### config.mk
export PLATFORM = sky130hd
export DESIGN_NAME = uoeb_regs
export DESIGN_NICKNAME = d
export VERILOG_FILES = /design/src/inc/uoeb_pkg.sv /design/src/core/uoeb_regs.sv
export SDC_FILE = /design/constraint.sdc
export NUM_CORES = 1
export LEC_CHECK = 0
export BUFFER_PORTS_ARGS = -buffer_cell sky130_fd_sc_hd__buf_2
export CAP_MARGIN = 20
export CORE_ASPECT_RATIO = 1.75
export CORE_UTILIZATION = 40
export CTS_CLUSTER_DIAMETER = 30
export DETAILED_ROUTE_END_ITERATION = 7
export PLACE_DENSITY_LB_ADDON = 0.12
export SYNTH_ARGS = -nofsm -noshare
export SYNTH_HDL_FRONTEND = slang
export SYNTH_SLANG_ARGS = --single-unit
export TNS_END_PERCENT = 1
### constraint.sdc
create_clock -name ref_clk -period 1.9 [get_ports ref_clk]
set_input_delay 0.095 -clock ref_clk [delete_from_list [all_inputs] [get_ports ref_clk]]
set_output_delay 0.095 -clock ref_clk [all_outputs]
set_load 0.02 [all_outputs]
### src/inc/uoeb_pkg.sv
// Package for the OTG event flag and bus control register slice.
// Assumes a 32-bit APB slave with word-aligned byte addresses.
package uoeb_pkg;

  // ==========================================================================
  // Register byte offsets.
  localparam logic [11:0] OFS_OTG_EVENT_FLAGS       = 12'h004;
  localparam logic [11:0] OFS_BUS_INTERRUPT_CONTROL = 12'h008;
  localparam logic [11:0] OFS_OUTCOME_STATUS        = 12'h010;

  // ==========================================================================
  // Event flag positions in otg_event_flags.
  localparam int BIT_DEBOUNCE_FINISHED    = 19;
  localparam int BIT_A_SIDE_WAIT_TIMEOUT  = 18;
  localparam int BIT_NEGOTIATION_SEEN     = 17;
  localparam int BIT_NEGOTIATION_FINISHED = 9;
  localparam int BIT_SESSION_REQ_FINISHED = 8;
  localparam int BIT_SESSION_OVER         = 2;

  // Bits of otg_event_flags that hold a flag; all others read as zero.
  localparam logic [31:0] FLAG_MASK = 32'h000e_0304;

  // ==========================================================================
  // Field positions in bus_interrupt_control.
  localparam int BIT_PERIODIC_TX_THRESHOLD = 8;
  localparam int BIT_TX_THRESHOLD          = 7;
  localparam int BIT_GLOBAL_IRQ_ENABLE     = 0;
  localparam logic [31:0] CTRL_MASK = 32'h0000_0181;

  // Field positions in outcome_status (read only).
  localparam int BIT_NEGOTIATION_SUCCESS     = 1;
  localparam int BIT_SESSION_REQUEST_SUCCESS = 0;

  // ==========================================================================
  // Reset values.
  localparam logic [31:0] RST_OTG_EVENT_FLAGS       = 32'h0000_0000;
  localparam logic [31:0] RST_BUS_INTERRUPT_CONTROL = 32'h0000_0000;

endpackage

### src/core/uoeb_regs.sv
// OTG event flag register and bus interrupt control register behind APB.
// Assumes event pulses and FIFO levels come from logic on ref_clk, and
// the VBUS comparator level arrives asynchronously from the analog side.
//
// The APB slave port was decided locally.
`timescale 1ns/1ns

module uoeb_regs (
  // Clock and reset.
  input  wire logic        ref_clk,
  input  wire logic        nrst,
  // APB slave port.
  input  wire logic        psel,
  input  wire logic        penable,
  input  wire logic        pwrite,
  input  wire logic [11:0] paddr,
  input  wire logic [31:0] pwdata,
  output logic      [31:0] prdata,
  output logic             pready,
  output logic             pslverr,
  // Controller mode and OTG event sources.
  input  wire logic        host_mode,
  input  wire logic        debounce_done_pulse,
  input  wire logic        a_wait_timeout_pulse,
  input  wire logic        negotiation_request_pulse,
  input  wire logic        negotiation_done_pulse,
  input  wire logic        session_request_done_pulse,
  input  wire logic        vbus_above_b_session_valid,
  input  wire logic        negotiation_success_status,
  input  wire logic        session_request_success_status,
  // Transmit FIFO levels.
  input  wire logic        ptx_fifo_half_empty,
  input  wire logic        ptx_fifo_empty,
  input  wire logic        tx_fifo_half_empty,
  input  wire logic        tx_fifo_empty,
  // Other interrupt sources of the controller.
  input  wire logic        core_irq_sources,
  // Events and interrupt out.
  output logic             periodic_tx_empty_event,
  output logic             in_endpoint_tx_empty_event,
  output logic             nonperiodic_tx_empty_event,
  output logic             usb_irq
);

  // ==========================================================================
  // Declarations.
  logic [31:0] otg_event_flags_r;
  logic [31:0] otg_event_flags_nxt;
  logic [31:0] bus_interrupt_control_r;
  logic [31:0] event_set;
  logic [31:0] clear_req;
  logic [31:0] read_mux;
  logic        vbus_sync1_r;
  logic        vbus_sync2_r;
  logic        vbus_prev_r;
  logic        session_drop;
  logic        setup_phase;
  logic        access_done;
  logic        addr_known;
  logic        global_irq_enable;
  logic        periodic_tx_threshold_sel;
  logic        tx_threshold_sel;

  // ==========================================================================
  // APB decode.

  // A setup cycle is the first cycle of a selected transfer.
  assign setup_phase = psel && !penable;
  // The access completes at the edge where pready is seen high.
  assign access_done = psel && penable && pready;
  // Only the three mapped words answer without an error.
  assign addr_known = (paddr == uoeb_pkg::OFS_OTG_EVENT_FLAGS)
                   || (paddr == uoeb_pkg::OFS_BUS_INTERRUPT_CONTROL)
                   || (paddr == uoeb_pkg::OFS_OUTCOME_STATUS);

  // Read data mux; reserved bits read as zero.
  always_comb begin
    read_mux = 32'h0000_0000;
    case (paddr)
      uoeb_pkg::OFS_OTG_EVENT_FLAGS: begin
        read_mux = otg_event_flags_r;
      end
      uoeb_pkg::OFS_BUS_INTERRUPT_CONTROL: begin
        read_mux = bus_interrupt_control_r;
      end
      uoeb_pkg::OFS_OUTCOME_STATUS: begin
        read_mux[uoeb_pkg::BIT_NEGOTIATION_SUCCESS]     = negotiation_success_status;
        read_mux[uoeb_pkg::BIT_SESSION_REQUEST_SUCCESS] = session_request_success_status;
      end
      default: begin
        read_mux = 32'h0000_0000;
      end
    endcase
  end

  // The slave answers in the first access cycle, one wait-free transfer.
  always_ff @(posedge ref_clk or negedge nrst) begin
    if (!nrst) begin
      pready  <= 1'b0;
      pslverr <= 1'b0;
      prdata  <= 32'h0000_0000;
    end else begin
      pready  <= setup_phase;
      pslverr <= setup_phase && !addr_known;
      if (setup_phase && !pwrite) begin
        prdata <= read_mux;
      end
    end
  end

  // ==========================================================================
  // VBUS level crossing and drop detection.

  // Two flip-flops bring the comparator level onto ref_clk.
  always_ff @(posedge ref_clk or negedge nrst) begin
    if (!nrst) begin
      vbus_sync1_r <= 1'b0;
      vbus_sync2_r <= 1'b0;
      vbus_prev_r  <= 1'b0;
    end else begin
      vbus_sync1_r <= vbus_above_b_session_valid;
      vbus_sync2_r <= vbus_sync1_r;
      vbus_prev_r  <= vbus_sync2_r;
    end
  end

  // A fall of the synchronised level marks the end of the session.
  assign session_drop = vbus_prev_r && !vbus_sync2_r;

  // ==========================================================================
  // Event flag register.

  // Gather each hardware event at its flag position.
  always_comb begin
    event_set = 32'h0000_0000;
    event_set[uoeb_pkg::BIT_DEBOUNCE_FINISHED]    = debounce_done_pulse && host_mode;
    event_set[uoeb_pkg::BIT_A_SIDE_WAIT_TIMEOUT]  = a_wait_timeout_pulse;
    event_set[uoeb_pkg::BIT_NEGOTIATION_SEEN]     = negotiation_request_pulse;
    event_set[uoeb_pkg::BIT_NEGOTIATION_FINISHED] = negotiation_done_pulse;
    event_set[uoeb_pkg::BIT_SESSION_REQ_FINISHED] = session_request_done_pulse;
    event_set[uoeb_pkg::BIT_SESSION_OVER]         = session_drop;
  end

  // Write-one-to-clear request for the completing write to the flag word.
  assign clear_req = (access_done && pwrite && (paddr == uoeb_pkg::OFS_OTG_EVENT_FLAGS))
                   ? pwdata : 32'h0000_0000;

  // Each implemented bit: a set in the clearing cycle wins over the clear.
  genvar gi;
  generate
    for (gi = 0; gi < 32; gi++) begin : g_flag
      if (uoeb_pkg::FLAG_MASK[gi]) begin : g_live
        assign otg_event_flags_nxt[gi] = event_set[gi]
                                      || (otg_event_flags_r[gi] && !clear_req[gi]);
      end else begin : g_zero
        assign otg_event_flags_nxt[gi] = 1'b0;
      end
    end
  endgenerate

  // Flag storage.
  always_ff @(posedge ref_clk or negedge nrst) begin
    if (!nrst) begin
      otg_event_flags_r <= uoeb_pkg::RST_OTG_EVENT_FLAGS;
    end else begin
      otg_event_flags_r <= otg_event_flags_nxt;
    end
  end

  // ==========================================================================
  // Bus interrupt control register.

  // Plain read-write fields; reserved bits stay at zero.
  always_ff @(posedge ref_clk or negedge nrst) begin
    if (!nrst) begin
      bus_interrupt_control_r <= uoeb_pkg::RST_BUS_INTERRUPT_CONTROL;
    end else if (access_done && pwrite
                 && (paddr == uoeb_pkg::OFS_BUS_INTERRUPT_CONTROL)) begin
      bus_interrupt_control_r <= pwdata & uoeb_pkg::CTRL_MASK;
    end
  end

  assign global_irq_enable         = bus_interrupt_control_r[uoeb_pkg::BIT_GLOBAL_IRQ_ENABLE];
  assign periodic_tx_threshold_sel = bus_interrupt_control_r[uoeb_pkg::BIT_PERIODIC_TX_THRESHOLD];
  assign tx_threshold_sel          = bus_interrupt_control_r[uoeb_pkg::BIT_TX_THRESHOLD];

  // ==========================================================================
  // FIFO empty events and the interrupt output.

  // Threshold selects the FIFO level; the mode selects which event fires.
  always_ff @(posedge ref_clk or negedge nrst) begin
    if (!nrst) begin
      periodic_tx_empty_event    <= 1'b0;
      in_endpoint_tx_empty_event <= 1'b0;
      nonperiodic_tx_empty_event <= 1'b0;
    end else begin
      periodic_tx_empty_event    <= host_mode
        && (periodic_tx_threshold_sel ? ptx_fifo_empty : ptx_fifo_half_empty);
      in_endpoint_tx_empty_event <= !host_mode
        && (tx_threshold_sel ? tx_fifo_empty : tx_fifo_half_empty);
      nonperiodic_tx_empty_event <= host_mode
        && (tx_threshold_sel ? tx_fifo_empty : tx_fifo_half_empty);
    end
  end

  // Any pending flag or other source raises the interrupt, if enabled.
  always_ff @(posedge ref_clk or negedge nrst) begin
    if (!nrst) begin
      usb_irq <= 1'b0;
    end else begin
      usb_irq <= global_irq_enable
              && ((|otg_event_flags_r) || core_irq_sources);
    end
  end

  // ==========================================================================
  // Assertions.

  a_debounce_flag_set: assert property (@(posedge ref_clk) disable iff (!nrst)
    debounce_done_pulse && host_mode |=> otg_event_flags_r[uoeb_pkg::BIT_DEBOUNCE_FINISHED])
    else $error("Debounce flag not set after host-mode debounce.");

  a_debounce_device_quiet: assert property (@(posedge ref_clk) disable iff (!nrst)
    !otg_event_flags_r[uoeb_pkg::BIT_DEBOUNCE_FINISHED] && !(debounce_done_pulse && host_mode)
    |=> !otg_event_flags_r[uoeb_pkg::BIT_DEBOUNCE_FINISHED])
    else $error("Debounce flag set without a host-mode cause.");

  a_timeout_flag_set: assert property (@(posedge ref_clk) disable iff (!nrst)
    a_wait_timeout_pulse |=> otg_event_flags_r[uoeb_pkg::BIT_A_SIDE_WAIT_TIMEOUT])
    else $error("A-side timeout flag not set.");

  a_request_flag_set: assert property (@(posedge ref_clk) disable iff (!nrst)
    negotiation_request_pulse |=> otg_event_flags_r[uoeb_pkg::BIT_NEGOTIATION_SEEN])
    else $error("Negotiation request flag not set.");

  a_neg_end_set: assert property (@(posedge ref_clk) disable iff (!nrst)
    negotiation_done_pulse |=> otg_event_flags_r[uoeb_pkg::BIT_NEGOTIATION_FINISHED])
    else $error("Negotiation finished flag not set.");

  a_srp_end_set: assert property (@(posedge ref_clk) disable iff (!nrst)
    session_request_done_pulse |=> otg_event_flags_r[uoeb_pkg::BIT_SESSION_REQ_FINISHED])
    else $error("Session request finished flag not set.");

  a_outcome_read: assert property (@(posedge ref_clk) disable iff (!nrst)
    setup_phase && !pwrite && (paddr == uoeb_pkg::OFS_OUTCOME_STATUS)
    |=> (prdata[uoeb_pkg::BIT_NEGOTIATION_SUCCESS] == $past(negotiation_success_status))
        && (prdata[uoeb_pkg::BIT_SESSION_REQUEST_SUCCESS]
            == $past(session_request_success_status)))
    else $error("Outcome status read does not show the status inputs.");

  a_vbus_drop_flag: assert property (@(posedge ref_clk) disable iff (!nrst)
    $fell(vbus_sync2_r) |=> otg_event_flags_r[uoeb_pkg::BIT_SESSION_OVER])
    else $error("Session over flag not set after VBUS drop.");

  a_session_over_quiet: assert property (@(posedge ref_clk) disable iff (!nrst)
    !otg_event_flags_r[uoeb_pkg::BIT_SESSION_OVER] && !session_drop
    |=> !otg_event_flags_r[uoeb_pkg::BIT_SESSION_OVER])
    else $error("Session over flag set without a VBUS drop.");

  a_periodic_half: assert property (@(posedge ref_clk) disable iff (!nrst)
    host_mode && !periodic_tx_threshold_sel && ptx_fifo_half_empty |=> periodic_tx_empty_event)
    else $error("Periodic empty event missed at half empty.");

  a_periodic_device_quiet: assert property (@(posedge ref_clk) disable iff (!nrst)
    !host_mode |=> !periodic_tx_empty_event)
    else $error("Periodic empty event fired in device mode.");

  a_in_ep_full: assert property (@(posedge ref_clk) disable iff (!nrst)
    !host_mode && tx_threshold_sel && tx_fifo_empty |=> in_endpoint_tx_empty_event)
    else $error("IN endpoint empty event missed at full empty.");

  a_in_ep_host_quiet: assert property (@(posedge ref_clk) disable iff (!nrst)
    host_mode |=> !in_endpoint_tx_empty_event)
    else $error("IN endpoint empty event fired in host mode.");

  a_np_half: assert property (@(posedge ref_clk) disable iff (!nrst)
    host_mode && !tx_threshold_sel && tx_fifo_half_empty |=> nonperiodic_tx_empty_event)
    else $error("Non-periodic empty event missed at half empty.");

  a_np_device_quiet: assert property (@(posedge ref_clk) disable iff (!nrst)
    !host_mode |=> !nonperiodic_tx_empty_event)
    else $error("Non-periodic empty event fired in device mode.");

  a_irq_raised: assert property (@(posedge ref_clk) disable iff (!nrst)
    global_irq_enable && ((|otg_event_flags_r) || core_irq_sources) |=> usb_irq)
    else $error("Enabled interrupt cause did not raise the interrupt.");

  a_ctrl_write_lands: assert property (@(posedge ref_clk) disable iff (!nrst)
    access_done && pwrite && (paddr == uoeb_pkg::OFS_BUS_INTERRUPT_CONTROL)
    |=> bus_interrupt_control_r == ($past(pwdata) & uoeb_pkg::CTRL_MASK))
    else $error("Control write did not land in its fields.");

  a_ctrl_reserved_zero: assert property (@(posedge ref_clk) disable iff (!nrst)
    (bus_interrupt_control_r & ~uoeb_pkg::CTRL_MASK) == 32'h0000_0000)
    else $error("Reserved control bit is set.");

  a_set_beats_clear: assert property (@(posedge ref_clk) disable iff (!nrst)
    (event_set & clear_req) != 32'h0000_0000
    |=> (otg_event_flags_r & $past(event_set)) == $past(event_set))
    else $error("Clearing write won over a new event.");

  a_unwritten_keep: assert property (@(posedge ref_clk) disable iff (!nrst)
    (otg_event_flags_r & ~clear_req) != 32'h0000_0000
    |=> (otg_event_flags_r & $past(otg_event_flags_r) & ~$past(clear_req))
        == ($past(otg_event_flags_r) & ~$past(clear_req)))
    else $error("Flag lost although its bit was written with zero.");

  a_flag_reserved_zero: assert property (@(posedge ref_clk) disable iff (!nrst)
    (otg_event_flags_r & ~uoeb_pkg::FLAG_MASK) == 32'h0000_0000)
    else $error("Reserved flag bit is set.");

  a_periodic_threshold: assert property (@(posedge ref_clk) disable iff (!nrst)
    host_mode && periodic_tx_threshold_sel && !ptx_fifo_empty |=> !periodic_tx_empty_event)
    else $error("Periodic empty event fired before full empty.");

  a_in_ep_threshold: assert property (@(posedge ref_clk) disable iff (!nrst)
    !host_mode && !tx_threshold_sel && tx_fifo_half_empty |=> in_endpoint_tx_empty_event)
    else $error("IN endpoint empty event missed at half empty.");

  a_np_threshold: assert property (@(posedge ref_clk) disable iff (!nrst)
    host_mode ##1 host_mode && tx_threshold_sel && tx_fifo_empty |=> nonperiodic_tx_empty_event)
    else $error("Non-periodic empty event missed at full empty.");

  a_irq_gated: assert property (@(posedge ref_clk) disable iff (!nrst)
    !global_irq_enable |=> !usb_irq)
    else $error("Interrupt raised while globally disabled.");

  a_flag_holds: assert property (@(posedge ref_clk) disable iff (!nrst)
    otg_event_flags_r[uoeb_pkg::BIT_A_SIDE_WAIT_TIMEOUT]
    && !clear_req[uoeb_pkg::BIT_A_SIDE_WAIT_TIMEOUT]
    |=> otg_event_flags_r[uoeb_pkg::BIT_A_SIDE_WAIT_TIMEOUT] [*1])
    else $error("Flag lost without a write of one.");

  a_flag_clears: assert property (@(posedge ref_clk) disable iff (!nrst)
    clear_req[uoeb_pkg::BIT_NEGOTIATION_SEEN] && !negotiation_request_pulse
    |=> !otg_event_flags_r[uoeb_pkg::BIT_NEGOTIATION_SEEN])
    else $error("Flag not cleared by a write of one.");

  a_bad_addr_error: assert property (@(posedge ref_clk) disable iff (!nrst)
    setup_phase && !addr_known |=> pready && pslverr)
    else $error("Unmapped access answered without an error.");

  a_ready_one_cycle: assert property (@(posedge ref_clk) disable iff (!nrst)
    pready |=> !pready)
    else $error("Ready stood for more than one cycle.");

  a_apb_answer: assert property (@(posedge ref_clk) disable iff (!nrst)
    psel && !penable ##1 psel && penable |-> pready)
    else $error("APB access not answered in its first access cycle.");

endmodule

==> results of run 1 <==
==> stage by stage <==
step           hold WS (ps)  setup WS (ps)
2_1_floorplan          -201            392
3_3_place_gp            123            212
3_5_place_dp            136            197
4_1_cts               0.653            492
5_1_grt                6.59            391
6_report              0.164            504
==> state kept, by name, summed over array words and instances, names as in the netlist <==
register	count
in_endpoint_tx_empty_event	1
usb_irq	1
vbus_sync1_r	1
otg_event_flags_r	6
vbus_prev_r	1
periodic_tx_empty_event	1
vbus_sync2_r	1
bus_interrupt_control_r	3
nonperiodic_tx_empty_event	1
pslverr	1
prdata	9
pready	1
==> cells in the final DEF, fill, tap and decap left out, types with 6 or more instances in the layout <==
master,instances
a21o_1,6
dfrtp_1,27
buf_2,53
dlygate4sd3_1,6
nand2_1,7
conb_1,23
nand3_1,6
a22o_1,8
==> path summary, 6_finish.rpt <==
path / from / end / slack (ps) / cells past startpoint
max: paddr[7] / bus_interrupt_control_r[7] / 500 / 5
min: host_mode / in_endpoint_tx_empty_event / 0.2 / 2
max reg2reg: pready / otg_event_flags_r[19] / 520 / 4
min reg2reg: vbus_sync1_r / vbus_sync2_r / 370 / 0
max in group asynchronous: nrst / prdata[19] / 1160 / 2
min in group asynchronous: nrst / nonperiodic_tx_empty_event / 350 / 2
==> final cells by class <==
cell class	instances	area, µm²
Multi-Input combinational cell	81	541
Clock inverter	1	7.51
Fill cell	301	1490
Sequential cell	27	676
Clock buffer	3	41.3
Timing Repair Buffer	60	333
Inverter	1	3.75
Tap cell	43	53.8
==> Yosys cell counts (all sizes together) (2+ instances only) <==
library cell,instances
a21o,6
a22o,8
buf,24
dfrtp,27
mux2,3
mux2i,2
nand2,7
nand3,6
nor2,3
nor2b,3
nor3,2
nor3b,2
nor4,2
o21ai,3
==> power breakdown <==
group / switching [mW] / internal, mW
sequential: 0.00268 / 0.583
clock: 0.180 / 0.149
combinational: 0.0911 / 0.0513
total: 0.273 / 0.783
==> metal layers <==
layer	vias up	GRT usage	routed length, µm
met3	4	0.0163	147
met2	43	0.267	1410
met4	0	0.0909	49
li1	472	-	-
met5	-	0	0
met1	457	0.187	989
==> worst max-delay path: stages <==
cell,delay (ps)
buf_2,100
or4_4,560
nand4bb_4,300
nor2_4,180
mux2_1,330
==> kinds of logic after synthesis <==
group | synth area share
AND/OR/NAND/NOR | 0.189
flip-flops | 0.512
buffers and inverters | 0.140
AO/OA/AOI/OAI | 0.108
multiplexers | 0.0408
XOR/XNOR | 0.00664
other | 0.00284
==> results.toml, run 1 <==
[outcome]
outcome = "completed"

[grt]
overflow = 0
gr-usage-all-layers = 0.160
grt_max_degree = 28
antenna_found_initial = 0
grt_pass1_wl_um = 4150
grt_pass1_vias = 962

[place]
gp_congestion = 0.771
dp.final_hpwl_um = 2100
port-buffer-count = 53
placed_area_mm2 = 0.00155
dp.cells = 206

[power_and_ir_drop]
powerDensity_mw_per_mm2 = 638
p_leak_nw = 0.852
p_total_mw = 1.06
ir_drop_mv = 0.349

[cts]
insertion_delay_ps = 270
h-tree-depth = 1
tritoncts = "built"
clk_pin_slew_ps = 90
clk_path_buf_depth = 2
cts_buffers = 3
cts_root_buf = "clkbuf_8"
postCtsHoldBufs = 6
cts_setup_buffers = 0
cts.sinks = 27
cts_resized = 0

[floorplan]
die_height_um = 78.0
ioPinCount = 101
core_mm2 = 0.00314
dieWidth_um = 45.4
die_area_mm2 = 0.00354
rows = 27
initial_core_util = 0.420

[synth]
yosysSeqAreaShare = 0.512
synth_area_leaders = "dfrtp_1, buf_4, a22o_1"
synth_edf_count = 0
synth-seq-cells = 27
yosysWarningCount = 0
synth_area_mm2 = 0.00132
synthFlopType = "dfrtp_1"
synth.top_cell.area_share = 0.512
avgSynthCellArea_um2 = 11.8
ys_types = 32
ys_async_sr_fraction = 1.00
syn_inst = 112
synth_top_area_cell = "dfrtp_1"

[timing]
min_period_ps = 1400
hold_violations = 0
setup_viol = 0
fin_tns_setup_ps = 0
max_freq_mhz = 716
rsz0062_at_grt = "false"
skew_ps = 1.39
finalMaxSlewViolations = 0
timing.slew.headroom = 0.605
worstMarginPinSlew_ps = 592
min_period_over_period = 0.735

[routing]
first_pass_iters = 2
drtIter0Drc = 6
vias_per_cell = 4.52
wl_per_cell_um = 12.0
final_antenna_net_count = 0
routed_wirelength_um = 2600
vias = 976
route.detailed.drc = 0

[worst_setup_path]
crit_required_ps = 2060
start_kind = "input port"
end_kind = "register"
crit_arrival_ps = 1560
worstSetupPathType = "in2reg"
cp_max_fo = 5

[layout]
final_core_util = 0.527
fin_nets = 237
syn_to_final_growth_pct = 25.5
drive_above_1_share = 0.376
finalNonFillerCells = 216
fin_area_mm2 = 0.00166
n_antenna_cell = 0

[job]
drv_cap = 0

[min_path]
hold_class = "in2reg"
Note: power is estimated with default switching activity, not from simulation.
==> inputs of run 2 (changes only) <==
--- a/config.mk
+++ b/config.mk
@@ -8,7 +8,7 @@
 export BUFFER_PORTS_ARGS = -buffer_cell sky130_fd_sc_hd__buf_2
 export CAP_MARGIN = 20
 export CORE_ASPECT_RATIO = 1.75
-export CORE_UTILIZATION = 40
+export CORE_UTILIZATION = 35
 export CTS_CLUSTER_DIAMETER = 30
 export DETAILED_ROUTE_END_ITERATION = 7
 export PLACE_DENSITY_LB_ADDON = 0.12
==> constraint.sdc (replaced) <==
create_clock -name ref_clk -period 1.21 [get_ports ref_clk]
set_input_delay 0.0605 -clock ref_clk [delete_from_list [all_inputs] [get_ports ref_clk]]
set_output_delay 0.0605 -clock ref_clk [all_outputs]
set_load 0.02 [all_outputs]
==> results.toml, run 2 (synthesized netlist as in run 1, its figures left out) <==
[power_and_ir_drop]
p_leak_nw = 0.943
p_total_mw = 1.68
powerDensity_mw_per_mm2 = 931
ir_drop_mv = 0.495

[grt]
gr-usage-all-layers = 0.154
grt_max_degree = 28
overflow = 0
antenna_found_initial = 0
grt_pass1_vias = 1077
grt_pass1_wl_um = 4820

[timing]
max_freq_mhz = 790
hold_violations = 0
skew_ps = 3.76
rsz0062_at_grt = "true"
min_period_ps = 1270
fin_ws_ps = -55.6
setup_viol = 4
timing.slew.headroom = 0.600
fin_tns_setup_ps = -148
min_period_over_period = 1.05
finalMaxSlewViolations = 0
worstMarginPinSlew_ps = 600

[routing]
wl_per_cell_um = 11.9
vias_per_cell = 4.50
route.detailed.drc = 0
final_antenna_net_count = 0
first_pass_iters = 3
vias = 1062
routed_wirelength_um = 2820
drtIter0Drc = 13

[worst_setup_path]
startpoint = "paddr[7]"
critical_path_buf_inv_count = 1
critical_path.top_delay_family = "simple AND/OR/NAND/NOR gates"
slowest_delay_ps = 550
crit_required_ps = 1370
crit_chain = "buf_6 -> or4_4 -> nand4bb_4 -> nor2_4 -> mux2_1"
cp_max_fo = 4
end_kind = "register"
crit_arrival_ps = 1430
start_kind = "input port"
r2r_start = "pready"
worstSetupPathType = "in2reg"
critPathSlowestCell = "or4_4"

[layout]
largest_reg_flops = 9
n_antenna_cell = 0
final_common_cell = "buf_2"
regMostFlops = "prdata"
fin_area_mm2 = 0.00181
fillers = 366
fin_nets = 254
final_cell_mix = "buf_2, dfrtp_1, conb_1"
reg_top3 = "prdata: 9 flops, otg_event_flags_r: 6 flops, bus_interrupt_control_r: 3 flops"
drive_above_1_share = 0.421
syn_to_final_growth_pct = 37.1

[floorplan]
core_mm2 = 0.00363
die_area_mm2 = 0.00403
initial_core_util = 0.363
dieWidth_um = 48.4
rows = 29
die_height_um = 83.2
ioPinCount = 101

[place]
port-buffer-count = 53
gp_congestion = 0.767
placed_area_mm2 = 0.00166
dp.final_hpwl_um = 2320

[cts]
clk_pin_slew_ps = 90
cts_buffers = 3
cts_setup_buffers = 0
cts_root_buf = "clkbuf_8"
cts.sinks = 27
tritoncts = "built"
h-tree-depth = 1
insertion_delay_ps = 270
clk_path_buf_depth = 2

[outcome]
outcome = "finished with violations"
violations = "setup timing"

[min_path]
hold_class = "in2reg"
hold_start = "pwdata[7]"

[job]
drv_cap = 0
==> run 2: cell count changes in the layout (fill, tap and decap cells not counted) <==
cell	change
and3_1	-1
and3_2	+1
buf_2	-1
buf_4	+14
buf_6	+2
clkbuf_1	+1
clkinvlp_4	-1
dlygate4sd3_1	+2
nor4b_2	-1
nor4b_4	+1
==> run 2: per-layer routing <==
layer | share of wire | vias to the layer above | global-route usage
li1 | - | 508 | -
met1 | 0.38 | 504 | 0.169
met2 | 0.55 | 45 | 0.282
met3 | 0.053 | 5 | 0.0201
met4 | 0.022 | 0 | 0.0802
met5 | 0 | - | 0
==> run 2: final cells by class <==
class / instances / area (µm²) / share of cell area
inverter: 1 / 3.75 / 0.00208
timing repair buffer: 77 / 475 / 0.263
multi-input combinational: 81 / 551 / 0.304
sequential: 27 / 676 / 0.374
tap: 46 / 57.6 / 0.0318
clock buffer: 4 / 45.0 / 0.0249
==> run 2: worst register-to-register path, cell delays in order (launching register included) <==
cell	delay [ps]
dfrtp_1	360
nand4_1	130
buf_4	180
nor2_4	130
mux2_1	330
==> run 2: worst paths after layout <==
path	end	slack, ps	cells past startpoint
setup / recovery	bus_interrupt_control_r[0]	-60	5
hold / removal	bus_interrupt_control_r[7]	9	2
setup reg to reg	bus_interrupt_control_r[0]	-30	4
hold reg to reg	vbus_sync2_r	370	0
max in group asynchronous	otg_event_flags_r[9]	500	2
min in group asynchronous	nonperiodic_tx_empty_event	320	2
==> run 2: what timing repair did <==
action                                  in CTS  in global routing
endpoints found under the setup margin       5                 17
endpoints found under the hold margin       34                  0
cloned                                       0                  0
hold buffers                                 8                  0
pin swaps                                    2                  3
gates resized for setup                      1                  3
==> run 2: power breakdown <==
part / switching [mW] / internal (mW)
logic: 0.150 / 0.104
registers: 0.00414 / 0.915
clock network: 0.274 / 0.236
total: 0.429 / 1.25
==> run 2: per-stage QoR <==
step / utilization / setup WS [ps] / std cells / hold WS, ps
2_1_floorplan: - / -207 / 134 / -235
3_3_place_gp: 0.458 / -305 / 224 / 93.1
3_5_place_dp: 0.458 / -360 / 224 / 107
4_1_cts: 0.495 / -54.1 / 236 / 9.60
5_1_grt: 0.498 / -79.3 / 236 / 8.94
6_report: 0.498 / -55.6 / 236 / 8.92
==> inputs of run 3 (changes only) <==
--- a/config.mk
+++ b/config.mk
@@ -8,10 +8,12 @@
 export BUFFER_PORTS_ARGS = -buffer_cell sky130_fd_sc_hd__buf_2
 export CAP_MARGIN = 20
 export CORE_ASPECT_RATIO = 1.75
+export CORE_MARGIN = 2
 export CORE_UTILIZATION = 35
 export CTS_CLUSTER_DIAMETER = 30
 export DETAILED_ROUTE_END_ITERATION = 7
 export PLACE_DENSITY_LB_ADDON = 0.12
+export RECOVER_POWER = 50
 export SYNTH_ARGS = -nofsm -noshare
 export SYNTH_HDL_FRONTEND = slang
 export SYNTH_SLANG_ARGS = --single-unit
==> results.toml, run 3 (synthesized netlist as in run 1, its figures left out) <==
[outcome]
outcome = "finished with violations"
violations = "setup timing"

[power_and_ir_drop]
p_total_mw = 1.67
powerDensity_mw_per_mm2 = 947
clockPowerShare = 0.303
combinationalPowerShare = 0.147
p_switching_mw = 0.428
seqPwrFrac = 0.550
p_int_mw = 1.24
switching_share = 0.256
ir_drop_mv = 0.496
p_leak_nw = 0.912

[layout]
largest_reg_flops = 9
drive_above_1_share = 0.396
final_common_cell = "buf_2"
fin_nets = 251
final_cell_mix = "buf_2, dfrtp_1, conb_1"
syn_to_final_growth_pct = 33.7
n_antenna_cell = 0
fillers = 374
fin_area_mm2 = 0.00176
regMostFlops = "prdata"
reg_top3 = "prdata: 9 flops, otg_event_flags_r: 6 flops, bus_interrupt_control_r: 3 flops"

[grt]
gr-usage-all-layers = 0.140
grt_max_degree = 28
antenna_found_initial = 0
grt_pass1_wl_um = 4620
grt_pass1_vias = 1055
overflow = 0

[floorplan]
die_area_mm2 = 0.00429
rows = 29
dieWidth_um = 50.4
die_height_um = 85.2
ioPinCount = 101
core_mm2 = 0.00363
initial_core_util = 0.363

[worst_setup_path]
crit_required_ps = 1360
end_kind = "register"
start_kind = "input port"
regToRegEndpoint = "bus_interrupt_control_r[7]"
crit_arrival_ps = 1410
worstSetupPathType = "in2reg"
r2r_start = "pready"
r2r_slack_ps = 0
r2r.worst_path.cells = 4
cp_max_fo = 4

[routing]
first_pass_iters = 4
wl_per_cell_um = 12.3
vias = 1026
drtIter0Drc = 4
vias_per_cell = 4.40
route.detailed.drc = 0
final_antenna_net_count = 0
routed_wirelength_um = 2870

[min_path]
min_path_cells = 2
hold_path_end = "prdata[1]"
hold_start = "negotiation_success_status"
hold_class = "in2reg"

[timing]
finalMaxSlewViolations = 0
fin_ws_ps = -44.0
min_period_ps = 1250
setup_viol = 3
skew_ps = 4.63
hold_ws_ps = 5.80
rsz0062_at_grt = "true"
fin_tns_setup_ps = -126
max_freq_mhz = 797
worstMarginPinSlew_ps = 672
hold_violations = 0
timing.slew.headroom = 0.552
min_period_over_period = 1.04

[cts]
clk_path_buf_depth = 2
cts_root_buf = "clkbuf_8"
cts_setup_buffers = 0
cts.sinks = 27
insertion_delay_ps = 270
cts_buffers = 3
h-tree-depth = 1
tritoncts = "built"
clk_pin_slew_ps = 90

[place]
gp_congestion = 0.708
dp.final_hpwl_um = 2350
port-buffer-count = 53
pre_cts_slack_ps = -338
placed_area_mm2 = 0.00164

[job]
drv_cap = 0
## run 3: worst max-delay path, cell delays in order
cell       delay [ps]
buf_2             100
or4_4             560
nand4bb_4         230
nor2_4            130
mux2_1            330
## run 3: stage by stage
| stage | utilization | std cells |
|---|---|---|
| 2_1_floorplan | - | 134 |
| 3_3_place_gp | 0.452 | 221 |
| 3_5_place_dp | 0.452 | 221 |
| 4_1_cts | 0.487 | 233 |
| 5_1_grt | 0.486 | 233 |
| 6_report | 0.486 | 233 |
## run 3: per-layer routing
| metal | vias up | global-route usage | routed length (µm) |
|---|---|---|---|
| met2 | 36 | 0.268 | 1630 |
| met3 | 2 | 0.0299 | 175 |
| met5 | - | 0 | 0 |
| li1 | 498 | - | - |
| met1 | 490 | 0.143 | 1030 |
| met4 | 0 | 0.0516 | 23 |
## run 3: what timing repair did
| action | in CTS | in global routing |
|---|---|---|
| endpoints found under the setup margin | 4 | 12 |
| pin swaps | 2 | 0 |
| gates cloned | 0 | 0 |
| hold buffers | 8 | 0 |
| endpoints found under the hold margin | 34 | 0 |
| resized for setup | 0 | 2 |
## run 3: power by group through the flow
| stage | Combinational [mW] | Clock, mW | Sequential [mW] |
|---|---|---|---|
| 3_5_place_dp | 0.229 | 0 | 0.937 |
| 2_1_floorplan | 0.148 | 0 | 0.949 |
| 5_1_grt | 0.268 | 0.569 | 0.921 |
| 6_report | 0.245 | 0.506 | 0.919 |
| 3_3_place_gp | 0.224 | 0 | 0.937 |
| 4_1_cts | 0.249 | 0.524 | 0.919 |
## run 3: worst max path at each step
stage,startpoint,end,slack (ps),depth (start not counted)
finish,paddr[7],bus_interrupt_control_r[7],-40,5
CTS,paddr[7],bus_interrupt_control_r[7],-50,5
global placement,paddr[7],bus_interrupt_control_r[0],-300,5
floorplan,paddr[7],bus_interrupt_control_r[0],-210,4
global route,pready,bus_interrupt_control_r[7],-80,4
detailed placement,paddr[7],bus_interrupt_control_r[7],-340,5
## run 3: layout make-up
class	count	area (µm²)	share of cell area
Clock inverter	1	5.00	0.00284
Timing Repair Buffer	74	439	0.249
Clock buffer	3	41.3	0.0234
Tap cell	46	57.6	0.0326
Sequential cell	27	676	0.383
Multi-Input combinational cell	81	541	0.307
Inverter	1	3.75	0.00213
